--- src/asop_pkg.sv ---
// asop_pkg: constants and carriers for the sample output path.
// assumes one 20 MHz clock that doubles as the sample clock.
package asop_pkg;

  // word geometry
  localparam int CODE_W = 12;
  localparam int FRAC_W = 2;
  localparam int FINE_W = CODE_W + FRAC_W;
  localparam logic [CODE_W-1:0] CODE_MSB  = 12'h800;
  localparam logic [CODE_W-1:0] CODE_ZERO = 12'h000;
  localparam logic [CODE_W-1:0] CODE_FULL = 12'hFFF;

  // latency in sample clocks, last stage is the output latch
  localparam int PIPE_LAT = 10;
  localparam int PIPE_STG = PIPE_LAT - 1;

  // clock and rate
  localparam int SYS_CLK_HZ   = 20_000_000;
  localparam int MIN_RATE_SPS = 10_000_000;
  localparam int PROP_DLY_NS  = 50;
  localparam int PROP_DLY_CYC =
    (PROP_DLY_NS * (SYS_CLK_HZ / 1_000_000)) / 1000 < 1 ? 1 :
    (PROP_DLY_NS * (SYS_CLK_HZ / 1_000_000)) / 1000;

  // threshold variation source
  localparam int LFSR_W = 16;
  localparam logic [LFSR_W-1:0] LFSR_SEED = 16'hACE1;
  localparam logic [LFSR_W-1:0] LFSR_TAPS = 16'hB400;
  localparam logic [FRAC_W-1:0] DITH_MID  = 2'h2;

  // strap synchroniser depth
  localparam int SYNC_W = 2;

  typedef struct packed {
    logic              valid;
    logic [CODE_W-1:0] raw;
  } asop_stage_t;

  typedef struct packed {
    logic              valid;
    logic [CODE_W-1:0] raw;
    logic [CODE_W-1:0] word;
  } asop_word_t;

endpackage

--- src/asop_core.sv ---
// asop_core: quantiser, 9-stage pipeline, coding and output latches.
// assumes sys_clk_i is the sample clock; straps arrive as raw pins and
// the analog_input_i fine code is already on this clock.
`timescale 1ns/1ps

// Function
// - The coding is chosen by a static format strap pin, never a register.
// - Format strap high gives offset binary, mid-scale is only the MSB set.
// - Format strap low gives twos complement, mid-scale is all zeros.
// - An undriven format strap reads as low, so twos complement results.
// - Each output word is latched; with no receiver stall it is the sample taken 10 clocks earlier.
// - The output word updates at most once per clock, just after the rising edge.
// - Enhancement strap high lets code thresholds move from cycle to cycle.
// - Enhancement strap low keeps a static transfer function.
module asop_core (
  // clock and reset
  input  wire logic                       sys_clk_i,
  input  wire logic                       rst_i,
  // strap pins
  input  wire logic                       number_format_select_i,
  input  wire logic                       number_format_select_drv_i,
  input  wire logic                       linearity_enhance_select_i,
  // converter front end
  input  wire logic [asop_pkg::FINE_W-1:0] analog_input_i,
  input  wire logic                       analog_valid_i,
  output logic                            analog_ready_o,
  // sample word out
  output logic [asop_pkg::CODE_W-1:0]     sample_word_o,
  output logic                            sample_valid_o,
  input  wire logic                       sample_ready_i
);

  localparam int CW = asop_pkg::CODE_W;
  localparam int NS = asop_pkg::PIPE_STG;

  // strap synchronisers
  logic [asop_pkg::SYNC_W-1:0] fmt_sync_r;
  logic [asop_pkg::SYNC_W-1:0] fmt_sync_nxt;
  logic [asop_pkg::SYNC_W-1:0] drv_sync_r;
  logic [asop_pkg::SYNC_W-1:0] drv_sync_nxt;
  logic [asop_pkg::SYNC_W-1:0] lin_sync_r;
  logic [asop_pkg::SYNC_W-1:0] lin_sync_nxt;
  logic                        fmt_eff;
  logic                        lin_eff;

  always_comb begin
    fmt_sync_nxt = {fmt_sync_r[0], number_format_select_i};
    drv_sync_nxt = {drv_sync_r[0], number_format_select_drv_i};
    lin_sync_nxt = {lin_sync_r[0], linearity_enhance_select_i};
  end

  always_ff @(posedge sys_clk_i) begin
    if (rst_i) begin
      fmt_sync_r <= '0;
      drv_sync_r <= '0;
      lin_sync_r <= '0;
    end else begin
      fmt_sync_r <= fmt_sync_nxt;
      drv_sync_r <= drv_sync_nxt;
      lin_sync_r <= lin_sync_nxt;
    end
  end

  // static straps, no software path
  // a floating pin reads as pulled low
  assign fmt_eff = fmt_sync_r[1] & drv_sync_r[1];
  assign lin_eff = lin_sync_r[1];

  // threshold variation source
  logic [asop_pkg::LFSR_W-1:0] lfsr_r;
  logic [asop_pkg::LFSR_W-1:0] lfsr_nxt;
  logic [asop_pkg::FRAC_W-1:0] dith;

  always_comb begin
    lfsr_nxt = lfsr_r;
    if (lin_eff) begin
      lfsr_nxt = {1'b0, lfsr_r[asop_pkg::LFSR_W-1:1]};
      if (lfsr_r[0])
        lfsr_nxt = lfsr_nxt ^ asop_pkg::LFSR_TAPS;
    end
  end

  always_ff @(posedge sys_clk_i) begin
    if (rst_i)
      lfsr_r <= asop_pkg::LFSR_SEED;
    else
      lfsr_r <= lfsr_nxt;
  end

  // fixed mid offset rounds to nearest; moving offset shifts thresholds
  assign dith = lin_eff ? lfsr_r[asop_pkg::FRAC_W-1:0]
                        : asop_pkg::DITH_MID;

  // quantiser with saturation at full scale
  logic [asop_pkg::FINE_W:0] fine_sum;
  logic [CW-1:0]             code_q;

  always_comb begin
    fine_sum = {1'b0, analog_input_i}
             + {{(asop_pkg::FINE_W+1-asop_pkg::FRAC_W){1'b0}}, dith};
    if (fine_sum[asop_pkg::FINE_W])
      code_q = asop_pkg::CODE_FULL;
    else
      code_q = fine_sum[asop_pkg::FINE_W-1:asop_pkg::FRAC_W];
  end

  // pipeline; a full output buffer freezes it whole
  asop_pkg::asop_stage_t pipe_r   [NS];
  asop_pkg::asop_stage_t pipe_nxt [NS];
  asop_pkg::asop_stage_t pipe_in;
  asop_pkg::asop_stage_t pipe_out;
  logic                  stall;
  logic                  acc;

  assign pipe_in.valid = analog_valid_i;
  assign pipe_in.raw   = code_q;
  assign pipe_out      = pipe_r[NS-1];
  assign acc           = analog_valid_i & ~stall;

  genvar g;
  generate
    for (g = 0; g < NS; g++) begin : g_stage
      always_comb begin
        if (stall)
          pipe_nxt[g] = pipe_r[g];
        else if (g == 0)
          pipe_nxt[g] = pipe_in;
        else
          pipe_nxt[g] = pipe_r[(g == 0) ? 0 : g-1];
      end

      always_ff @(posedge sys_clk_i) begin
        if (rst_i)
          pipe_r[g] <= '0;
        else
          pipe_r[g] <= pipe_nxt[g];
      end
    end
  endgenerate

  // coding at the pipeline exit
  asop_pkg::asop_word_t conv;

  always_comb begin
    conv.valid = pipe_out.valid;
    conv.raw   = pipe_out.raw;
    if (fmt_eff)
      conv.word = pipe_out.raw;
    else
      conv.word = pipe_out.raw ^ asop_pkg::CODE_MSB;
  end

  // two-entry output latch; head drives the pins directly
  asop_pkg::asop_word_t head_r;
  asop_pkg::asop_word_t head_nxt;
  asop_pkg::asop_word_t tail_r;
  asop_pkg::asop_word_t tail_nxt;
  logic                 pop;
  logic                 push;

  assign pop   = head_r.valid & sample_ready_i;
  assign stall = pipe_out.valid & tail_r.valid & ~pop;
  assign push  = pipe_out.valid & ~stall;

  always_comb begin
    head_nxt = head_r;
    tail_nxt = tail_r;
    if (pop) begin
      if (tail_r.valid)
        head_nxt = tail_r;
      else if (push)
        head_nxt = conv;
      else
        head_nxt = '0;
      if (tail_r.valid && push)
        tail_nxt = conv;
      else
        tail_nxt = '0;
    end else if (push) begin
      if (!head_r.valid)
        head_nxt = conv;
      else
        tail_nxt = conv;
    end
  end

  always_ff @(posedge sys_clk_i) begin
    if (rst_i) begin
      head_r <= '0;
      tail_r <= '0;
    end else begin
      head_r <= head_nxt;
      tail_r <= tail_nxt;
    end
  end

  // latched outputs, one update per edge at most
  assign sample_word_o  = head_r.word;
  assign sample_valid_o = head_r.valid;
  // receiver stall reaches the front end instead of dropping words
  assign analog_ready_o = ~stall;

  // checks

  chk_strap_sync_path: assert property (
    @(posedge sys_clk_i) disable iff (rst_i)
    !$past(rst_i, 1) && !$past(rst_i, 2) |->
      fmt_eff == ($past(number_format_select_i, 2)
                & $past(number_format_select_drv_i, 2)))
    else $error("format strap not taken from the pin");

  chk_offset_binary_code: assert property (
    @(posedge sys_clk_i) disable iff (rst_i)
    pipe_out.valid && fmt_eff |-> conv.word == pipe_out.raw)
    else $error("offset binary word differs from raw code");

  chk_twos_comp_code: assert property (
    @(posedge sys_clk_i) disable iff (rst_i)
    pipe_out.valid && !fmt_eff |->
      conv.word[CW-1] == ~pipe_out.raw[CW-1]
      && conv.word[CW-2:0] == pipe_out.raw[CW-2:0])
    else $error("twos complement word wrong");

  chk_float_reads_low: assert property (
    @(posedge sys_clk_i) disable iff (rst_i)
    !drv_sync_r[1] |-> !fmt_eff)
    else $error("undriven format strap not read as low");

  chk_pipe_latency_fixed: assert property (
    @(posedge sys_clk_i) disable iff (rst_i)
    acc ##1 (!stall)[*8] |=>
      pipe_out.valid && pipe_out.raw == $past(code_q, 9))
    else $error("sample not at pipeline exit after fixed latency");

  chk_output_update_edge: assert property (
    @(posedge sys_clk_i) disable iff (rst_i)
    push && !head_r.valid |=>
      sample_valid_o && sample_word_o == $past(conv.word))
    else $error("output word not latched after the edge");

  chk_thresh_vary_on: assert property (
    @(posedge sys_clk_i) disable iff (rst_i)
    lin_eff |=> lfsr_r != $past(lfsr_r))
    else $error("threshold source frozen while enabled");

  chk_static_transfer_off: assert property (
    @(posedge sys_clk_i) disable iff (rst_i)
    !lin_eff |-> dith == asop_pkg::DITH_MID
      && (fine_sum[asop_pkg::FINE_W]
          || code_q == fine_sum[asop_pkg::FINE_W-1:asop_pkg::FRAC_W]))
    else $error("transfer function not static when disabled");

  chk_stall_holds_word: assert property (
    @(posedge sys_clk_i) disable iff (rst_i)
    stall |=> $stable(pipe_out) && $stable(head_r) && $stable(tail_r))
    else $error("word lost or changed under receiver stall");

  chk_head_holds_wait: assert property (
    @(posedge sys_clk_i) disable iff (rst_i)
    sample_valid_o && !sample_ready_i |=>
      sample_valid_o && $stable(sample_word_o))
    else $error("presented word changed before it was taken");

endmodule

--- config.mk ---
export PLATFORM = sky130hd
export DESIGN_NAME = asop_core
export DESIGN_NICKNAME = d
export VERILOG_FILES = /design/src/asop_pkg.sv /design/src/asop_core.sv
export SDC_FILE = /design/constraint.sdc
export NUM_CORES = 1
export LEC_CHECK = 0
export BUFFER_PORTS_ARGS = -buffer_cell sky130_fd_sc_hd__buf_2
export CAP_MARGIN = 20
export CORE_MARGIN = 5
export CORE_UTILIZATION = 50
export CTS_CLUSTER_DIAMETER = 60
export DETAILED_ROUTE_END_ITERATION = 6
export PLACE_DENSITY_LB_ADDON = 0.05
export SETUP_SLACK_MARGIN = 0.5
export SLEW_MARGIN = 0
export SYNTH_ARGS = -nofsm -noshare
export SYNTH_HDL_FRONTEND = slang
export SYNTH_SLANG_ARGS = --single-unit
--- constraint.sdc ---
create_clock -name sys_clk_i -period 2.45 [get_ports sys_clk_i]
set_clock_uncertainty 0.15 [all_clocks]
set_input_delay 0.49 -clock sys_clk_i [delete_from_list [all_inputs] [get_ports sys_clk_i]]
set_output_delay 0.49 -clock sys_clk_i [all_outputs]
set_load 0.02 [all_outputs]
==> flow_metrics.tcl, run 1 <==
set metrics [dict create \
    antenna_cells 0 \
    clockPowerShare 0.456 \
    grt_pass1_wl_um 20000 \
    finalNonFillerCells 896 \
    clk_latency_ps 410 \
    ant_nets 0 \
    synthCells 720 \
    grt_max_degree 93 \
    post-route-min-period_ps 1870 \
    synth_xor_area_frac 0.0171 \
    area_growth_pct 14.7 \
    hp-start "number_format_select_drv_i" \
    path_clk_slew_ps 60 \
    p_leak_nw 2.59 \
    nFillCells 1087 \
    drtPass1Iterations 5 \
    grt_usage 0.165 \
    yosys-mux-area-fraction 0.0293 \
    path_class "flip-flop to output pin" \
    h-tree-depth 4 \
    worst_pin_slew_ps 572 \
    drv_cap 0 \
    worst_setup_path_end_kind "output pin" \
    hold_path_class "primary input to flip-flop" \
    synthesis.area_um2 6150 \
    dp_hpwl_um 6990 \
    cp_top_family "flip-flops" \
    drive_gt1_frac 0.142 \
    whs_path_depth 2 \
    synth_compound_area_frac 0.158 \
    setup_viol 0 \
    internal-power_mw 4.30 \
    syn-num-nets 742 \
    cts_root_buf "clkbuf_16" \
    use_met3 0.0517 \
    synth_edf_count 0 \
    arrival_ps 1230 \
    portBuffers 34 \
    floorplan.die_area_um2 14600 \
    final_common_cell "nand2_1" \
    clock-sinks 165 \
    nets 759 \
    tns_ps 0 \
    vias 4690 \
    busiest_layer "met2" \
    cpPeakStageDelay_ps 340 \
    core_area_um2 12000 \
    grt_pass1_vias 4388 \
    place_inst 859 \
    clock_path_buffers 2 \
    worst-path-buf-inv 2 \
    worstPathRequired_ps 1810 \
    combPwrFrac 0.035 \
    synthArstFlopShare 0 \
    seq_power_share 0.509 \
    place.gp.congestion 0.784 \
    cts_hold_buf 0 \
    synth_cell_type_count 45 \
    vdd_drop_max_mv 0.542 \
    cts_made_buffers 17 \
    grt_use_met1 0.224 \
    grt_use_met2 0.249 \
    crit_fanout 2 \
    regToRegSetupSlack_ps 580 \
    wl_per_cell_um 12.6 \
    ys_seq_elements 165 \
    crit_slowest_cell "dfxtp_1" \
    row_count 40 \
    start_util 0.512 \
    fp.dieH_um 121 \
    rsz0062_at_grt "false" \
    slew_violations 0 \
    synth_top_flop_cell "dfxtp_1" \
    worstRegToRegCells 7 \
    layout_common_cells "216 x nand2_1, 162 x dfxtp_1, 114 x a21oi_1" \
    yosysWarningCount 0 \
    avgSynthCellArea_um2 8.54 \
    route.detailed.drc 0 \
    powerDensity_nw_per_um2 771 \
    worstPathCellList "nand2_1 -> a21oi_4 -> clkinv_2 -> buf_2" \
    relSlewSlack 0.619 \
    viasPerCell 5.23 \
    switching_share 0.208 \
    reg2reg_from "lfsr_r[1]" \
    min_to "drv_sync_r[0]" \
    power_switching_mw 1.13 \
    cp-start-kind "flip-flop" \
    drt_iter0_markers 354 \
    finalWirelength_um 11300 \
    finalCritPeriodShare 0.763 \
    synth_fa_ha_area_frac 0.00204 \
    die_x_um 121 \
    max_clock_freq_ghz 0.535 \
    yosysSeqAreaShare 0.537 \
    io_pins 35 \
    status "completed" \
    grt_overflow_total 0 \
    antenna_found_initial 0 \
    synthSimpleGateAreaFrac 0.215 \
    synth_top_family_by_area "simple AND/OR/NAND/NOR gates" \
    r2r-end "pipe_r[0][8]" \
    cts_tree "done" \
    hold_viol 0 \
]
## per-stage QoR
stage / util / power [mW] / setup WS (ps) / cell area (µm²) / hold slack (ps)
4_1_cts: 0.581 / 5.50 / 488 / 6980 / 133
6_report: 0.587 / 5.43 / 580 / 7050 / 156
2_1_floorplan: - / 2.95 / 505 / 6150 / 264
5_1_grt: 0.587 / 5.66 / 499 / 7050 / 153
3_3_place_gp: 0.530 / 3.00 / 293 / 6370 / 283
3_5_place_dp: 0.530 / 3.01 / 242 / 6370 / 288
## cell usage after synthesis (6+ instances only)
| library cell | count | area [µm²] |
|---|---|---|
| dfxtp_1 | 165 | 3300 |
| buf_2 | 15 | 75.1 |
| nor2b_1 | 12 | 75.1 |
| mux2i_1 | 18 | 180 |
| nor2_1 | 55 | 206 |
| nor4_1 | 6 | 37.5 |
| clkbuf_1 | 24 | 90.1 |
| buf_4 | 9 | 67.6 |
| xnor2_1 | 10 | 87.6 |
| nand2_1 | 216 | 811 |
| a211oi_1 | 10 | 75.1 |
| a21oi_1 | 114 | 571 |
## worst max-delay path by stage
stage          slack [ps]        endpoint              start  depth (start not counted)
2_1_floorplan         500    pipe_r[0][0]      lin_sync_r[1]                          7
3_3_place_gp          290    pipe_r[0][3]  analog_input_i[1]                          6
3_5_place_dp          240    pipe_r[0][5]  analog_input_i[1]                          6
4_1_cts               490  analog_ready_o         tail_r[24]                          4
5_1_grt               500    pipe_r[0][6]          lfsr_r[1]                          7
6_report              580  analog_ready_o      pipe_r[8][12]                          4
## flip-flops by register name (all words and copies together), names as in the netlist
name / count
drv_sync_r: 2
sample_valid_o: 1
fmt_sync_r: 2
lfsr_r: 16
pipe_r: 117
tail_r: 13
sample_word_o: 12
lin_sync_r: 2
## logic make-up after synthesis
| kind of cell | after synthesis |
|---|---|
| adders and majority gates | 1 |
| DFF | 165 |
| and+or+nand+nor | 314 |
| buffers and inverters | 53 |
| muxes | 18 |
| AOI/OAI and AO/OA | 157 |
| xor gates and xnor gates | 12 |
## worst reg2reg max path, stage by stage, from the launching register on
cell      delay (ps)
dfxtp_1          310
nand2b_4         150
ha_4             280
a41oi_4          220
nor2_4           180
a41oi_4          120
buf_12           170
a211oi_2         210
## layout make-up
cell class	count	area, µm²	share of cell area
sequential	165	3310	0.470
multi-input combinational	502	2650	0.376
clock buffer	22	484	0.0687
timing repair buffer	48	332	0.0470
tap	147	184	0.0261
clock inverter	9	77.6	0.0110
inverter	3	12.5	0.00178
## routing by layer
layer	vias up	part of all wire	wire, µm
met3	2	0.035	389
li1	2435	-	-
met1	2194	0.52	5820
met4	0	0.0046	52
met2	59	0.44	5000
met5	-	0	0
## power by group through the flow
stage               clock network, mW  registers [mW]  logic, mW
finish                           2.48            2.76      0.191
global route                     2.68            2.77      0.215
CTS                              2.55            2.76      0.186
detailed placement                  0            2.82      0.185
global placement                    0            2.82      0.181
floorplan                           0            2.81      0.133
## repair_timing
action / in CTS / in global routing
buffers inserted: 3 / 3
resized for setup: 4 / 9
endpoints found under the setup margin: 11 / 13
pin swaps: 1 / 7
No activity file was read; power rests on OpenSTA's default activity.
==> run 2: changes to the inputs <==
==> constraint.sdc (replaced) <==
create_clock -name sys_clk_i -period 1.85 [get_ports sys_clk_i]
set_clock_uncertainty 0.15 [all_clocks]
set_input_delay 0.37 -clock sys_clk_i [delete_from_list [all_inputs] [get_ports sys_clk_i]]
set_output_delay 0.37 -clock sys_clk_i [all_outputs]
set_load 0.02 [all_outputs]
==> run 2 against run 1 <==
  * Global-route usage is 1.4 points higher
  * Critical path type is now flip-flop to flip-flop
  * Critical endpoint is now pipe_r[0][4]
  * Combinational power grew 94%
  * The run now ends with setup timing left
  * Die area unchanged
==> flow_metrics.tcl, run 2 (synthesis gave the netlist of run 1 again) <==
set metrics [dict create \
    grt_max_degree 76 \
    ant_nets 0 \
    p_leak_nw 4.14 \
    seq_power_share 0.466 \
    hp-start "linearity_enhance_select_i" \
    slew_violations 0 \
    holdWs_ps 9.78 \
    hold_viol 0 \
    largest_reg_flops 117 \
    grt_overflow_total 0 \
    core_area_um2 12000 \
    reg_top3 "pipe_r x117, lfsr_r x16, tail_r x13" \
    relSlewSlack 0.656 \
    vdd_drop_max_mv 0.552 \
    combPwrFrac 0.047 \
    drive_gt1_frac 0.586 \
    antenna_found_initial 0 \
    grt_usage 0.179 \
    path_clk_slew_ps 60 \
    finalWirelength_um 19600 \
    layout_setup_ws_ps -71.2 \
    grt_pass1_vias 4668 \
    power_switching_mw 1.70 \
    start_util 0.512 \
    final_common_cell "dfxtp_1" \
    row_count 40 \
    place_area_um2 6530 \
    dp_hpwl_um 7230 \
    clockPowerShare 0.487 \
    total_power_mw 7.92 \
    h-tree-depth 4 \
    rsz0062_at_grt "true" \
    cp-start-kind "flip-flop" \
    worstRegToRegCells 8 \
    nets 839 \
    cts_root_buf "clkbuf_16" \
    violations "setup timing" \
    path_class "flip-flop to flip-flop" \
    hold_path_class "primary input to flip-flop" \
    max_clock_freq_ghz 0.521 \
    r2r-end "pipe_r[0][4]" \
    clock_path_buffers 2 \
    clock-sinks 165 \
    layout_common_cells "147 x dfxtp_1, 122 x nand2_4, 100 x a21oi_2" \
    post-place-ws_ps -31.1 \
    regToRegSetupSlack_ps -70 \
    drv_cap 0 \
    status "finished, violations left" \
    route.detailed.drc 0 \
    post-route-min-period_ps 1920 \
    antenna_cells 0 \
    powerDensity_nw_per_um2 783 \
    arrival_ps 2110 \
    drt_iter0_markers 418 \
    area_growth_pct 64.6 \
    floorplan.die_area_um2 14600 \
    reg2reg_from "lfsr_r[1]" \
    grt_pass1_wl_um 21600 \
    wl_per_cell_um 20.1 \
    clk_latency_ps 430 \
    crit_fanout 3 \
    vias 5580 \
    switching_share 0.214 \
    min_to "lin_sync_r[0]" \
    internal-power_mw 6.23 \
    cts_tree "done" \
    cts_made_buffers 17 \
    worst_pin_slew_ps 515 \
    whs_path_depth 2 \
    finalCritPeriodShare 1.04 \
    final_area_um2 10100 \
    portBuffers 34 \
    die_x_um 121 \
    worst_setup_path_end_kind "flip-flop" \
    drtPass1Iterations 5 \
    setup_viol 11 \
    worstPathRequired_ps 2040 \
    io_pins 35 \
    viasPerCell 5.71 \
    place.gp.congestion 0.840 \
    fp.dieH_um 121 \
    regMostFlops "pipe_r" \
]
==> run 2: how the worst max path moves through the flow <==
| stage | start | end | slack, ps | cells after the start |
|---|---|---|---|---|
| after floorplan | lin_sync_r[1] | pipe_r[0][8] | 100 | 7 |
| after global placement | analog_input_i[1] | pipe_r[0][0] | 20 | 6 |
| after detailed placement | analog_input_i[1] | pipe_r[0][0] | -30 | 6 |
| after CTS | lfsr_r[1] | pipe_r[0][10] | -10 | 7 |
| after global routing | lfsr_r[1] | pipe_r[0][0] | -130 | 8 |
| final | lfsr_r[1] | pipe_r[0][4] | -70 | 8 |
==> run 2: power groups by stage <==
stage,Sequential [mW],Combinational [mW],Clock [mW]
after floorplan,3.73,0.185,0
after global placement,3.73,0.252,0
after detailed placement,3.74,0.258,0
after CTS,3.66,0.290,3.83
after global routing,3.69,0.399,4.03
final,3.69,0.371,3.86
==> run 2: area by class of cell <==
type | count | area (µm²)
fill | 575 | 1890
multi-input combinational | 503 | 4200
clock inverter | 9 | 145
tap | 147 | 184
sequential | 165 | 3330
clock buffer | 23 | 499
timing repair buffer | 127 | 1740
inverter | 3 | 18.8
==> run 2: per-stage QoR <==
step | setup TNS [ps] | cells | util
global route | -1070 | 977 | 0.842
CTS | -15.5 | 912 | 0.644
finish | -268 | 977 | 0.842
floorplan | 0 | 720 | -
detailed placement | -59.0 | 867 | 0.544
global placement | 0 | 867 | 0.544
==> run 2: layer usage <==
| metal | GRT usage | wire length (µm) | vias to the layer above |
|---|---|---|---|
| li1 | - | - | 2611 |
| met1 | 0.230 | 8130 | 2754 |
| met2 | 0.288 | 10100 | 167 |
| met3 | 0.0471 | 964 | 48 |
| met4 | 0.0722 | 485 | 0 |
| met5 | 0 | 0 | - |
==> run 2: what timing repair did <==
item	CTS	global route
gates cloned	2	29
hold buffers	1	0
setup buffers	10	36
hold endpoints to repair	1	0
endpoints found under the setup margin	157	171
pin swaps	42	196
gates resized for setup	108	417
==> run 2: worst max-delay path, stage by stage (launching register included) <==
cell and delay, ps:
dfxtp_2 320, nand2b_4 140, ha_4 250, a41oi_4 300, buf_6 150, nor2_4 40
buf_4 140, xnor2_1 130, a211oi_2 220
